--- src/aecr_pkg.sv ---
package aecr_pkg;

    // error codes placed in the status block error byte
    localparam logic [7:0] ERR_NONE = 8'h00;
    localparam logic [7:0] ERR_LIST_SIZE = 8'h0F;
    localparam logic [7:0] ERR_LIST_INDEX = 8'h10;
    localparam logic [7:0] ERR_LIST_STATE = 8'h11;
    localparam logic [7:0] ERR_FW_TIMEOUT = 8'h14;
    localparam logic [7:0] ERR_BUS_ERROR = 8'h15;
    localparam logic [7:0] ERR_SCSI_TIMEOUT = 8'h1D;
    localparam logic [7:0] ERR_SEL_TIMEOUT = 8'h1E;
    localparam logic [7:0] ERR_DISC_TIMEOUT = 8'h1F;
    localparam logic [7:0] ERR_PARITY = 8'h20;

    // list sizing limits
    localparam logic [12:0] PB_COUNT_MIN = 13'h0002;
    localparam logic [12:0] PB_COUNT_MAX = 13'h07F2;
    localparam logic [12:0] SB_COUNT_MIN = 13'h0002;
    localparam logic [12:0] SB_COUNT_MAX = 13'h1000;

    // status block error byte location
    localparam logic [7:0] SB_ERR_WORD_OFFSET = 8'h04;
    localparam int SB_ERR_BYTE_LANE = 2;

    // timing
    localparam int CLK_PERIOD_NS = 10;
    localparam int XFER_TIMEOUT_US = 100;
    localparam int XFER_TIMEOUT_CYC = XFER_TIMEOUT_US * 1000 / CLK_PERIOD_NS;
    localparam int SCSI_OP_TIMEOUT_MS = 10;
    localparam int SCSI_OP_TIMEOUT_CYC =
        SCSI_OP_TIMEOUT_MS * 1000000 / CLK_PERIOD_NS;
    localparam int TICK_US = 1;
    localparam int TICK_CYC = TICK_US * 1000 / CLK_PERIOD_NS;

    typedef enum logic [2:0] {
        AECR_ST_IDLE = 3'b001,
        AECR_ST_BUSY = 3'b010,
        AECR_ST_DONE = 3'b100
    } aecr_cmd_e;

endpackage : aecr_pkg

--- src/aecr_error_reporter.sv ---
`timescale 1ns/1ns
// Functional notes
// - start-list with parameter block count outside 2..2034 reports 0Fh.
// - start-list with status block count outside 2..4096 reports 0Fh.
// - parameter input index beyond list capacity reports 10h.
// - status output index beyond list capacity reports 10h.
// - bus error while touching the status list reports 10h.
// - start-list while a list is active reports 11h.
// - stop-list while no list is active reports 11h.
// - list channel attention with no active list reports 11h.
// - system bus transfers are timed; overrun reports 14h.
// - system bus error moving parameters or data reports 15h.
// - pass-through SCSI operation overrunning its time reports 1Dh.
// - pass-through selection unanswered within timeout reports 1Eh.
// - pass-through disconnected target not reselecting within timeout reports 1Fh.
// - pass-through parity error in any information phase reports 20h.
// - code goes to error byte, lane two of status word at 04h.
// - codes 10h, 11h, 14h, 15h also appear on the status port.
module aecr_error_reporter
    import aecr_pkg::*;
#(
    parameter int XFER_CYC = XFER_TIMEOUT_CYC,
    parameter int SCSI_CYC = SCSI_OP_TIMEOUT_CYC,
    parameter int TICK = TICK_CYC,
    parameter int TW = 24
) (
    input wire logic clk_sys,          // 100 MHz system clock
    input wire logic rst_b,            // async reset, active low
    input wire logic cmd_start,        // pulse: a command begins
    input wire logic cmd_end,          // pulse: command completes
    input wire logic passthru,         // level: command is pass-through
    input wire logic start_list,       // pulse: start-list command
    input wire logic stop_list,        // pulse: stop-list command
    input wire logic list_attn,        // pulse: list channel attention
    input wire logic [12:0] pb_count,  // parameter block count field
    input wire logic [12:0] sb_count,  // status block count field
    input wire logic [12:0] param_list_in_index,  // host input index
    input wire logic [12:0] status_list_out_index, // status output index
    input wire logic xfer_active,      // level: system bus transfer busy
    input wire logic xfer_sb_list,     // level: transfer hits status list
    input wire logic sys_bus_err,      // async: bus error from bus
    input wire logic scsi_op_active,   // level: scsi operation running
    input wire logic sel_active,       // level: selection in progress
    input wire logic disc_wait,        // level: awaiting reselection
    input wire logic scsi_parity_err,  // async: scsi parity error pin
    input wire logic info_phase,       // level: scsi information phase
    input wire logic [15:0] sel_timeout_us,   // selection timeout, us
    input wire logic [15:0] resel_timeout_us, // reselection timeout, us
    output logic list_active,          // level: command list active
    output logic sb_write,             // pulse: write status error byte
    output logic [7:0] sb_offset,      // status block word offset
    output logic [3:0] sb_byte_en,     // byte enable for error lane
    output logic [31:0] sb_data,       // status word, code in lane 2
    output logic cmd_reject,           // pulse: command terminated
    output logic [7:0] status_port,    // catastrophic code mirror
    output logic status_port_valid     // level: status port holds code
);
    // bus error and parity arrive from pins, so they pass two stages
    logic bus_err_s;
    logic parity_s;

    aecr_sync #(.W(2)) u_sync (
        .clk_sys(clk_sys),
        .rst_b(rst_b),
        .d({sys_bus_err, scsi_parity_err}),
        .q({bus_err_s, parity_s})
    );

    // microsecond tick for host-programmed scsi timeouts
    logic [15:0] tick_cnt;
    wire tick_hit = (tick_cnt == 16'(TICK - 1));
    wire [15:0] next_tick_cnt = tick_hit ? 16'h0000 : tick_cnt + 16'h0001;

    always_ff @(posedge clk_sys or negedge rst_b) begin
        if (!rst_b) begin
            tick_cnt <= 16'h0000;
        end else begin
            tick_cnt <= next_tick_cnt;
        end
    end

    logic xfer_to;
    logic scsi_to;
    logic sel_to;
    logic disc_to;

    aecr_timer #(.W(TW)) u_xfer_tmr (
        .clk_sys(clk_sys),
        .rst_b(rst_b),
        .run(xfer_active),
        .step(1'b1),
        .limit(TW'(XFER_CYC)),
        .expired(xfer_to)
    );

    aecr_timer #(.W(TW)) u_scsi_tmr (
        .clk_sys(clk_sys),
        .rst_b(rst_b),
        .run(scsi_op_active && passthru),
        .step(1'b1),
        .limit(TW'(SCSI_CYC)),
        .expired(scsi_to)
    );

    // timeouts follow whatever the host last configured
    aecr_timer #(.W(TW)) u_sel_tmr (
        .clk_sys(clk_sys),
        .rst_b(rst_b),
        .run(sel_active && passthru),
        .step(tick_hit),
        .limit(TW'(sel_timeout_us)),
        .expired(sel_to)
    );

    aecr_timer #(.W(TW)) u_disc_tmr (
        .clk_sys(clk_sys),
        .rst_b(rst_b),
        .run(disc_wait && passthru),
        .step(tick_hit),
        .limit(TW'(resel_timeout_us)),
        .expired(disc_to)
    );

    // list bookkeeping
    logic [12:0] pb_cap;
    logic [12:0] sb_cap;

    wire pb_bad = (pb_count < PB_COUNT_MIN) || (pb_count > PB_COUNT_MAX);
    wire sb_bad = (sb_count < SB_COUNT_MIN) || (sb_count > SB_COUNT_MAX);
    wire size_bad = start_list && !list_active && (pb_bad || sb_bad);
    wire start_state_bad = start_list && list_active;
    wire stop_state_bad = stop_list && !list_active;
    wire attn_state_bad = list_attn && !list_active;
    wire state_bad = start_state_bad || stop_state_bad || attn_state_bad;
    wire start_ok = start_list && !list_active && !pb_bad && !sb_bad;
    wire stop_ok = stop_list && list_active;

    wire pb_idx_bad = list_active && (param_list_in_index > pb_cap);
    wire sb_idx_bad = list_active && (status_list_out_index > sb_cap);
    wire sb_bus_bad = bus_err_s && xfer_active && xfer_sb_list;
    wire idx_bad = pb_idx_bad || sb_idx_bad || sb_bus_bad;
    wire bus_bad = bus_err_s && xfer_active && !xfer_sb_list;
    wire par_bad = parity_s && passthru && info_phase;

    // timer flags clear a cycle after their run input falls; gating them
    // keeps a finished phase from raising a late timeout code
    wire xfer_over = xfer_to && xfer_active;
    wire sel_over = sel_to && sel_active && passthru;
    wire disc_over = disc_to && disc_wait && passthru;
    wire scsi_over = scsi_to && scsi_op_active && passthru;

    // priority among faults seen in the same cycle
    wire [7:0] fault_code =
        size_bad ? ERR_LIST_SIZE :
        state_bad ? ERR_LIST_STATE :
        idx_bad ? ERR_LIST_INDEX :
        bus_bad ? ERR_BUS_ERROR :
        xfer_over ? ERR_FW_TIMEOUT :
        sel_over ? ERR_SEL_TIMEOUT :
        disc_over ? ERR_DISC_TIMEOUT :
        scsi_over ? ERR_SCSI_TIMEOUT :
        par_bad ? ERR_PARITY : ERR_NONE;
    wire fault = (fault_code != ERR_NONE);

    wire catastrophic = (fault_code == ERR_LIST_INDEX) ||
        (fault_code == ERR_LIST_STATE) ||
        (fault_code == ERR_FW_TIMEOUT) ||
        (fault_code == ERR_BUS_ERROR);

    // per-command latch of the first fault
    aecr_cmd_e cmd_st;
    aecr_cmd_e next_cmd_st;
    logic [7:0] held_code;
    wire first_fault = fault && (held_code == ERR_NONE);
    wire cmd_immediate = start_list || stop_list || list_attn;
    wire [7:0] report_code = first_fault ? fault_code : held_code;
    wire do_write = (cmd_end && cmd_st == AECR_ST_BUSY) ||
        (cmd_immediate && state_bad) || size_bad;

    always_comb begin
        next_cmd_st = cmd_st;
        case (cmd_st)
            AECR_ST_IDLE: begin
                if (cmd_start) begin
                    next_cmd_st = AECR_ST_BUSY;
                end
            end
            AECR_ST_BUSY: begin
                if (cmd_end) begin
                    next_cmd_st = AECR_ST_DONE;
                end
            end
            AECR_ST_DONE: begin
                next_cmd_st = cmd_start ? AECR_ST_BUSY : AECR_ST_IDLE;
            end
            default: begin
                next_cmd_st = AECR_ST_IDLE;
            end
        endcase
    end

    always_ff @(posedge clk_sys or negedge rst_b) begin
        if (!rst_b) begin
            cmd_st <= AECR_ST_IDLE;
        end else begin
            cmd_st <= next_cmd_st;
        end
    end

    // a new command clears the record, but a fault in that cycle still lands
    always_ff @(posedge clk_sys or negedge rst_b) begin
        if (!rst_b) begin
            held_code <= ERR_NONE;
        end else if (cmd_start) begin
            held_code <= fault ? fault_code : ERR_NONE;
        end else if (do_write) begin
            held_code <= ERR_NONE;
        end else if (first_fault && cmd_st == AECR_ST_BUSY) begin
            held_code <= fault_code;
        end
    end

    always_ff @(posedge clk_sys or negedge rst_b) begin
        if (!rst_b) begin
            list_active <= 1'b0;
            pb_cap <= 13'h0000;
            sb_cap <= 13'h0000;
        end else if (start_ok) begin
            list_active <= 1'b1;
            pb_cap <= pb_count;
            sb_cap <= sb_count;
        end else if (stop_ok) begin
            list_active <= 1'b0;
        end
    end

    // status block write: code sits in byte lane 2 of the word at 04h
    wire [7:0] wr_code = (size_bad || state_bad) ? fault_code : report_code;

    always_ff @(posedge clk_sys or negedge rst_b) begin
        if (!rst_b) begin
            sb_write <= 1'b0;
            sb_offset <= 8'h00;
            sb_byte_en <= 4'h0;
            sb_data <= 32'h00000000;
            cmd_reject <= 1'b0;
        end else begin
            sb_write <= do_write;
            sb_offset <= SB_ERR_WORD_OFFSET;
            sb_byte_en <= 4'h1 << SB_ERR_BYTE_LANE;
            sb_data <= {8'h00, wr_code, 16'h0000};
            cmd_reject <= size_bad || state_bad;
        end
    end

    // status port keeps the last catastrophic code until reset
    always_ff @(posedge clk_sys or negedge rst_b) begin
        if (!rst_b) begin
            status_port <= ERR_NONE;
            status_port_valid <= 1'b0;
        end else if (fault && catastrophic) begin
            status_port <= fault_code;
            status_port_valid <= 1'b1;
        end
    end

    a_size_reject: assert property (@(posedge clk_sys) disable iff (!rst_b)
        size_bad |=> sb_write && sb_data[23:16] == 8'h0F && cmd_reject)
        else $error("bad list size not reported");
    a_sb_count_max: assert property (@(posedge clk_sys) disable iff (!rst_b)
        (start_list && !list_active && sb_count == 13'h1001)
        |=> sb_data[23:16] == 8'h0F)
        else $error("status count 4097 accepted");
    a_start_active: assert property (@(posedge clk_sys) disable iff (!rst_b)
        (start_list && list_active) |=> sb_data[23:16] == 8'h11
        && list_active)
        else $error("start on active list not rejected");
    a_stop_idle: assert property (@(posedge clk_sys) disable iff (!rst_b)
        (stop_list && !list_active && !start_list)
        |=> cmd_reject && status_port == 8'h11)
        else $error("stop with no list not rejected");
    a_attn_idle: assert property (@(posedge clk_sys) disable iff (!rst_b)
        (list_attn && !list_active && !start_list && !stop_list)
        |=> status_port == 8'h11)
        else $error("attention with no list not flagged");
    a_index_catas: assert property (@(posedge clk_sys) disable iff (!rst_b)
        (pb_idx_bad && !size_bad && !state_bad)
        |=> status_port == 8'h10 && status_port_valid)
        else $error("bad index not mirrored");
    a_xfer_tmo: assert property (@(posedge clk_sys) disable iff (!rst_b)
        (fault_code == ERR_FW_TIMEOUT) |-> xfer_active
        && $past(xfer_active, 8))
        else $error("transfer timeout without running transfer");
    a_parity_rep: assert property (@(posedge clk_sys) disable iff (!rst_b)
        (fault_code == 8'h20) |-> $past(scsi_parity_err, 2)
        && passthru)
        else $error("parity code without parity error");
    a_port_steady: assert property (@(posedge clk_sys) disable iff (!rst_b)
        (!(fault && catastrophic)) |=> $stable(status_port))
        else $error("status port changed without catastrophic fault");

endmodule : aecr_error_reporter

--- src/aecr_sync.sv ---
`timescale 1ns/1ns
module aecr_sync
    import aecr_pkg::*;
#(
    parameter int W = 1
) (
    input wire logic clk_sys,     // system clock
    input wire logic rst_b,       // async reset, active low
    input wire logic [W-1:0] d,   // asynchronous inputs
    output logic [W-1:0] q        // synchronised outputs
);
    logic [W-1:0] meta;

    // meta feeds only the second stage
    always_ff @(posedge clk_sys or negedge rst_b) begin
        if (!rst_b) begin
            meta <= '0;
            q <= '0;
        end else begin
            meta <= d;
            q <= meta;
        end
    end
endmodule : aecr_sync

--- src/aecr_timer.sv ---
`timescale 1ns/1ns
module aecr_timer
    import aecr_pkg::*;
#(
    parameter int W = 24
) (
    input wire logic clk_sys,     // system clock
    input wire logic rst_b,       // async reset, active low
    input wire logic run,         // count while high, clear while low
    input wire logic step,        // advance by one when high
    input wire logic [W-1:0] limit, // expiry count
    output logic expired          // level, high once count reaches limit
);
    logic [W-1:0] count;
    wire at_limit = (count >= limit) && (limit != '0);
    wire [W-1:0] next_count = at_limit ? count : count + W'(1);

    always_ff @(posedge clk_sys or negedge rst_b) begin
        if (!rst_b) begin
            count <= '0;
            expired <= 1'b0;
        end else if (!run) begin
            count <= '0;
            expired <= 1'b0;
        end else begin
            if (step) begin
                count <= next_count;
            end
            expired <= at_limit;
        end
    end
endmodule : aecr_timer
--- config.mk ---
export PLATFORM = sky130hd
export DESIGN_NAME = aecr_error_reporter
export DESIGN_NICKNAME = d
export VERILOG_FILES = /design/src/aecr_pkg.sv /design/src/aecr_error_reporter.sv /design/src/aecr_sync.sv /design/src/aecr_timer.sv
export SDC_FILE = /design/constraint.sdc
export NUM_CORES = 1
export LEC_CHECK = 0
export BUFFER_PORTS_ARGS = -buffer_cell sky130_fd_sc_hd__buf_4
export CORE_ASPECT_RATIO = 1.25
export CORE_MARGIN = 2
export CORE_UTILIZATION = 52
export DETAILED_ROUTE_END_ITERATION = 6
export PLACE_DENSITY = 0.81
export SLEW_MARGIN = 20
export SYNTH_ARGS = -nofsm -noshare
export SYNTH_HDL_FRONTEND = slang
export SYNTH_SLANG_ARGS = --single-unit
--- constraint.sdc ---
create_clock -name clk_sys -period 2.4 [get_ports clk_sys]
set_input_delay 0 -clock clk_sys [delete_from_list [all_inputs] [get_ports clk_sys]]
set_output_delay 0 -clock clk_sys [all_outputs]
set_load 0.01 [all_outputs]
==> impl_metrics.env, run 1 <==
export IMPL_layout_common_cells="buf_4 (196), dfrtp_1 (169), inv_1 (82)"
export IMPL_fp_row_count=56
export IMPL_cp_required_ns=2.77
export IMPL_ant_nets=0
export IMPL_cp_arrival_ns=2.90
export IMPL_violations="setup timing"
export IMPL_area_growth_pct=32.3
export IMPL_dpl_hpwl_um=17000
export IMPL_grt_pass1_wl_um=40900
export IMPL_die_width_um=128
export IMPL_overflow=0
export IMPL_synthAdderAreaFrac_pct=8.10
export IMPL_seq_power_share_pct=44.6
export IMPL_crit_type="register to register"
export IMPL_wl_per_cell_um=17.5
export IMPL_comb_power_share_pct=16.0
export IMPL_ioPinCount=156
export IMPL_synth_top_family_by_area="simple AND/OR/NAND/NOR gates"
export IMPL_setup_viol=29
export IMPL_min_path_type="input port to register"
export IMPL_fin_cells=1536
export IMPL_cts_reportedPaths_clkPinSlew_ns=0.08
export IMPL_dpl_cell_area_um2=11600
export IMPL_cp_start_kind="register"
export IMPL_fin_tns_setup_ns=-1.95
export IMPL_dr_pass1_iters=6
export IMPL_wirelength_um=26800
export IMPL_p_sw_share_pct=28.3
export IMPL_fin_crit_ns=2.53
export IMPL_post_place_ws_ns=-0.155
export IMPL_crit_fanout=13
export IMPL_hold_viol=0
export IMPL_cts_tree="built"
export IMPL_grt_max_degree=67
export IMPL_min_path_cells=5
export IMPL_slew_headroom_pct=48.0
export IMPL_p_int_mw=5.08
export IMPL_syn_avg_cell_area_um2=9.51
export IMPL_synth_distinct_cells=72
export IMPL_dpl_cell_count=1450
export IMPL_max_freq_ghz=0.395
export IMPL_r2r_cells=9
export IMPL_core_area_um2=18800
export IMPL_clock_sinks=172
export IMPL_finalMaxSlewViolations=0
export IMPL_grt_pass1_vias=8892
export IMPL_leakage_nw=6.16
export IMPL_ys_warn_count=0
export IMPL_worst_slack_ns=-0.132
export IMPL_cts_htree_levels=4
export IMPL_pwr_density_cell_nw_per_um2=533
export IMPL_synth_mux_area_share_pct=3.09
export IMPL_finalCritPeriodShare_pct=106
export IMPL_port_buffers=117
export IMPL_synthSimpleGateAreaFrac_pct=21.2
export IMPL_die_y_um=159
export IMPL_final_common_cell="buf_4"
export IMPL_clockBufferDepth=2
export IMPL_fin_nets=1455
export IMPL_synth_edff_count=0
export IMPL_vias=9120
export IMPL_cts_root_buf="clkbuf_16"
export IMPL_synthFlopType="dfrtp_1"
export IMPL_clk_latency_ns=0.43
export IMPL_drc=0
export IMPL_worst_pin_slew_ns=0.780
export IMPL_postSynthCellCount=1056
export IMPL_nFillCells=1307
export IMPL_drive_above_1_share_pct=29.0
export IMPL_ys_seq_area_share_pct=42.9
export IMPL_via_per_inst=5.94
export IMPL_vdd_ir_drop_max_mv=0.505
export IMPL_dieArea_um2=20400
export IMPL_run_status="finished with violations"
export IMPL_drv_cap=0
export IMPL_antenna_found_initial=1
export IMPL_start_util_pct=53.3
export IMPL_pwr_share_clk_pct=39.5
export IMPL_switchingPower_mw=2.00
export IMPL_synth_compound_area_share_pct=14.0
export IMPL_end_kind="register"
export IMPL_async_flop_share_pct=100
export IMPL_synth_xor_area_share_pct=3.23
export IMPL_rsz0062_at_grt="yes"
export IMPL_gp_congestion=0.903
export IMPL_synth_area_um2=10000
export IMPL_skew_ns=0.0120
export IMPL_multi_input_area_um2=5740
export IMPL_ys_ff_latch=172
export IMPL_finalInstanceArea_um2=13300
export IMPL_drt_iter0_drc=773
export IMPL_numCtsBuffers=17
export IMPL_grt_total_usage_pct=24.4
export IMPL_area_sequential_um2=4310
[cell type report]
class                      count  area share [%]
antenna                        1          0.0188
clock buffer                  17            3.20
clock inverter                15            1.30
inverter                      87            2.46
multi-input combinational    767            43.3
sequential                   172            32.4
tap                          232            2.19
timing repair buffer         245            15.1
[Yosys cell counts (3+ instances only)]
| library cell | instances | area share [%] |
|---|---|---|
| dfrtp_1 | 171 | 43 |
| inv_1 | 87 | 3.3 |
| nand2_1 | 72 | 2.7 |
| ha_1 | 65 | 8.1 |
| nor2_1 | 65 | 2.4 |
| a21oi_1 | 60 | 3.0 |
| nand3_1 | 46 | 2.3 |
| buf_4 | 40 | 3.0 |
| and2_1 | 29 | 1.8 |
| nand4_1 | 29 | 1.8 |
| or4_1 | 25 | 1.9 |
| mux2_2 | 24 | 2.7 |
| o21ai_0 | 24 | 1.2 |
| nor4_1 | 23 | 1.4 |
| xnor2_1 | 23 | 2.0 |
| clkbuf_1 | 21 | 0.79 |
| o31ai_1 | 21 | 1.6 |
| nor3_1 | 19 | 0.95 |
| or3_1 | 18 | 1.1 |
| and3_1 | 15 | 0.93 |
| o21ai_1 | 15 | 0.75 |
| xor2_1 | 14 | 1.2 |
| a31oi_1 | 13 | 0.81 |
| o21a_1 | 11 | 0.82 |
| a21o_1 | 10 | 0.75 |
| nand2b_1 | 10 | 0.62 |
| nor2b_1 | 9 | 0.56 |
| and4_1 | 7 | 0.61 |
| o211ai_1 | 7 | 0.52 |
| a211oi_1 | 5 | 0.37 |
| a21boi_1 | 5 | 0.37 |
| a41o_1 | 5 | 0.50 |
| buf_2 | 4 | 0.20 |
| mux2i_1 | 4 | 0.40 |
| o22ai_1 | 3 | 0.19 |
| o31a_1 | 3 | 0.26 |
| o41ai_1 | 3 | 0.26 |
[timing repair]
item                                    in CTS  in global routing
gates cloned                                 2                  2
pin swaps                                   31                 52
buffers inserted                             7                  9
gates resized for setup                     26                 97
endpoints found under the setup margin      33                 63
hold endpoints to repair                   130                  0
hold buffers                                35                  0
[registers in the layout (all words and copies together) (netlist names), 2 cells and up]
name              flops
u_sync.q              2
tick_cnt             16
sb_cap               13
u_sel_tmr.count      24
u_sync.meta           2
held_code             6
sb_data               6
pb_cap               13
u_disc_tmr.count     24
u_xfer_tmr.count     24
status_port           6
cmd_st                3
u_scsi_tmr.count     24
[worst paths after layout]
| check | startpoint | end | slack, ns |
|---|---|---|---|
| max in group asynchronous | rst_b | cmd_st[0] | 1.50 |
| worst min-delay path | info_phase | held_code[5] | 0.04 |
| min in group asynchronous | rst_b | u_disc_tmr.count[7] | 0.13 |
| worst max register to register | u_disc_tmr.count[13] | u_disc_tmr.count[6] | -0.13 |
| worst max-delay path | u_disc_tmr.count[13] | u_disc_tmr.count[6] | -0.13 |
| worst min register to register | u_sync.meta[0] | u_sync.q[0] | 0.35 |
[kinds of logic (layout without fill, tap and decap cells)]
family	count (synthesis)	in the layout
compound gates	212	213
xor+xnor	37	37
fa+ha+maj	65	65
buf+inv	155	364
flops	172	172
mux	28	28
other cells	2	40
simple gates	385	385
[critical path, cell delays in order, from the launching register on]
cell	delay, ns
dfrtp_1	0.39
ha_1	0.30
a21o_1	0.18
a21o_1	0.18
a21oi_2	0.18
o21ai_2	0.09
o31a_1	0.32
buf_12	0.16
or4_4	0.51
a21oi_2	0.15
[power by group through the flow]
stage	combinational [mW]	sequential (mW)	clock, mW
after global routing	1.26	3.17	2.97
after global placement	0.922	3.19	0
after detailed placement	0.959	3.20	0
final	1.13	3.16	2.80
after floorplan	0.588	3.19	0
after CTS	1.02	3.15	2.84
[routing by layer]
metal  vias to the layer above  routed length, um  GRT usage (%)
met5                         -                  0              0
met2                       398              13900           42.7
met3                        87               1550           3.97
met4                         0                960           9.39
met1                      4434              10400           30.0
li1                       4201                  -              -
[stage by stage]
stage	util, %	power [mW]	hold slack (ns)
after floorplan	-	3.77	-0.296
after global placement	61.4	4.11	0.0456
after global routing	70.4	7.39	0.0654
after detailed placement	61.4	4.16	0.0492
after CTS	67.4	7.00	0.0222
final	70.4	7.08	0.0438
Power figures use the tool's default switching activity.
==> run 2: changes to the inputs <==
--- a/config.mk
+++ b/config.mk
@@ -5,12 +5,13 @@
 export SDC_FILE = /design/constraint.sdc
 export NUM_CORES = 1
 export LEC_CHECK = 0
+export ABC_AREA = 1
 export BUFFER_PORTS_ARGS = -buffer_cell sky130_fd_sc_hd__buf_4
 export CORE_ASPECT_RATIO = 1.25
 export CORE_MARGIN = 2
-export CORE_UTILIZATION = 52
+export CORE_UTILIZATION = 53
 export DETAILED_ROUTE_END_ITERATION = 6
-export PLACE_DENSITY = 0.81
+export PLACE_DENSITY = 0.82
 export SLEW_MARGIN = 20
 export SYNTH_ARGS = -nofsm -noshare
 export SYNTH_HDL_FRONTEND = slang
==> run 2 against run 1 <==
Net effect: the flow now finishes without violations; synthesized area rose by 11%; sequential share of layout area rose by 0.28 points; sequential power barely moved; synthesized cell count rose by 35%; critical path type unchanged; largest power group unchanged.
==> impl_metrics.env, run 2 <==
export IMPL_skew_ns=0.00780
export IMPL_synth_mux_area_share_pct=0
export IMPL_run_status="finished clean"
export IMPL_synth_area_top_cells="dfrtp_1 (38%), nand2_1 (9.8%), ha_1 (7.3%)"
export IMPL_fin_tns_setup_ns=0
export IMPL_synthSimpleGateAreaFrac_pct=29.5
export IMPL_drt_iter0_drc=663
export IMPL_yosys_area_top_type="dfrtp_1"
export IMPL_cp_required_ns=2.72
export IMPL_end_kind="register"
export IMPL_dieArea_um2=22200
export IMPL_antenna_found_initial=1
export IMPL_ant_nets=0
export IMPL_grt_pass1_wl_um=44200
export IMPL_finalMaxSlewViolations=0
export IMPL_layout_common_cells="nand2_1 (291), inv_1 (207), dfrtp_1 (171)"
export IMPL_core_area_um2=20700
export IMPL_cts_htree_levels=4
export IMPL_start_util_pct=53.8
export IMPL_numCtsBuffers=17
export IMPL_synthFlopType="dfrtp_1"
export IMPL_antennaDiodeCount=0
export IMPL_final_common_cell="nand2_1"
export IMPL_crit_fanout=25
export IMPL_ys_warn_count=0
export IMPL_synth_area_um2=11100
export IMPL_gp_congestion=0.880
export IMPL_ioPinCount=156
export IMPL_synth_compound_area_share_pct=9.27
export IMPL_critPathSlowestCell="dfrtp_1"
export IMPL_dr_pass1_iters=6
export IMPL_nFillCells=1716
export IMPL_path_cells="inv_1, ha_1, inv_1, a21oi_1, o21ai_0, nand2_1, o311ai_0, nand3_1, nand4_1, nand2_2, nand2_2, buf_12, nand2_1, o21ai_2"
export IMPL_clk_latency_ns=0.43
export IMPL_grt_total_usage_pct=24.1
export IMPL_drv_cap=0
export IMPL_setup_viol=0
export IMPL_fin_nets=1744
export IMPL_via_per_inst=5.29
export IMPL_overflow=0
export IMPL_synth_edff_count=0
export IMPL_grt_max_degree=70
export IMPL_syn_avg_cell_area_um2=7.80
export IMPL_cts_reportedPaths_clkPinSlew_ns=0.06
export IMPL_max_freq_ghz=0.455
export IMPL_hold_viol=0
export IMPL_worst_pin_slew_ns=0.649
export IMPL_synthAdderAreaFrac_pct=7.32
export IMPL_clockBufferDepth=2
export IMPL_async_flop_share_pct=100
export IMPL_drc=0
export IMPL_synth_top_family_by_area="simple AND/OR/NAND/NOR gates"
export IMPL_dpl_hpwl_um=19000
export IMPL_vdd_ir_drop_max_mv=0.523
export IMPL_crit_type="register to register"
export IMPL_synth_xor_area_share_pct=3.62
export IMPL_multi_input_area_um2=5700
export IMPL_synth_top_area_share_pct=38.5
export IMPL_cts_tree="built"
export IMPL_ys_seq_area_share_pct=38.7
export IMPL_cts_setup_buffers=0
export IMPL_synth_distinct_cells=59
export IMPL_fin_crit_ns=2.20
export IMPL_rsz0062_at_grt="no"
export IMPL_leakage_nw=6.41
export IMPL_cp_slowest_stage_delay_ns=0.42
export IMPL_wirelength_um=25700
export IMPL_clock_sinks=172
export IMPL_min_path_type="input port to register"
export IMPL_ys_ff_latch=172
export IMPL_synth_common_cells="nand2_1 (291), inv_1 (207), dfrtp_1 (171), nor2_1 (107), nand3_1 (93)"
export IMPL_finalCritPeriodShare_pct=91.5
export IMPL_area_growth_pct=18.3
export IMPL_holdWs_ns=0.0160
export IMPL_cp_start_kind="register"
export IMPL_die_y_um=166
export IMPL_area_sequential_um2=4310
export IMPL_vias=9866
export IMPL_pwr_density_cell_nw_per_um2=534
export IMPL_synth_most_common_cell="nand2_1"
export IMPL_cts_root_buf="clkbuf_16"
export IMPL_cp_arrival_ns=2.52
export IMPL_drive_above_1_share_pct=17.3
export IMPL_grt_pass1_vias=9814
export IMPL_slew_headroom_pct=56.3
export IMPL_fp_row_count=59
export IMPL_die_width_um=134
export IMPL_wl_per_cell_um=13.8
export IMPL_postSynthCellCount=1426
export IMPL_port_buffers=117
-- run 2: cell type report --
| class | instances | share of cell area (%) |
|---|---|---|
| clock inverter | 8 | 0.808 |
| timing repair buffer | 166 | 10.5 |
| clock buffer | 23 | 3.86 |
| sequential | 172 | 32.7 |
| multi-input combinational | 1005 | 43.3 |
| tap | 274 | 2.61 |
| inverter | 217 | 6.21 |
-- run 2: power by group --
group	internal [mW]	switching [mW]
Combinational	0.441	0.630
Sequential	3.06	0.0697
Clock	1.70	1.13
-- run 2: repair_timing --
action	CTS	global route
resized for setup	0	2
endpoints found under the hold margin	120	0
endpoints found under the setup margin	0	10
hold buffers	32	0
-- run 2: cells by family (layout without fill, tap and decap cells) --
kind of cell / Yosys count / after routing
buffers and inverters: 286 / 414
flip-flops: 172 / 172
AO/OA/AOI/OAI: 168 / 168
adder cells (fa/ha/maj): 65 / 65
XOR/XNOR: 46 / 46
other: 2 / 39
AND/OR/NAND/NOR: 687 / 687
-- run 2: worst paths after layout --
kind	startpoint	end	slack [ns]	depth (start not counted)
setup / recovery	u_sel_tmr.count[0]	u_sel_tmr.count[5]	0.20	14
hold / removal	info_phase	sb_data[21]	0.02	5
setup reg to reg	u_sel_tmr.count[0]	u_sel_tmr.count[5]	0.20	14
hold reg to reg	u_sync.meta[0]	u_sync.q[0]	0.35	0
max in group asynchronous	rst_b	u_sel_tmr.count[8]	1.45	3
min in group asynchronous	rst_b	u_xfer_tmr.count[20]	0.14	2
-- run 2: worst max-delay path, delay by kind of cell (launching register included) --
family,cells,cell delay (ns)
AO/OA/AOI/OAI,4,0.41
adder cells (fa/ha/maj),1,0.19
buffers and inverters,3,0.45
AND/OR/NAND/NOR,6,0.60
flip-flops,1,0.42
-- run 2: routing by layer --
metal / routed length [um] / track usage [%] / vias up
met5: 17 / 0 / -
met2: 13300 / 43.8 / 296
met1: 10600 / 28.4 / 4637
met3: 1180 / 4.21 / 58
met4: 622 / 8.74 / 2
li1: - / - / 4873
-- run 2: per-stage QoR --
stage	power, mW	std cells	utilization [%]	setup slack (ns)	instance area, um^2
floorplan	3.81	1463	-	0.287	11300
global placement	4.15	1802	59.1	0.282	12200
detailed placement	4.19	1802	59.1	0.170	12200
CTS	7.09	1865	63.6	0.116	13100
global route	7.39	1865	63.6	0.0186	13200
finish	7.03	1865	63.6	0.203	13200
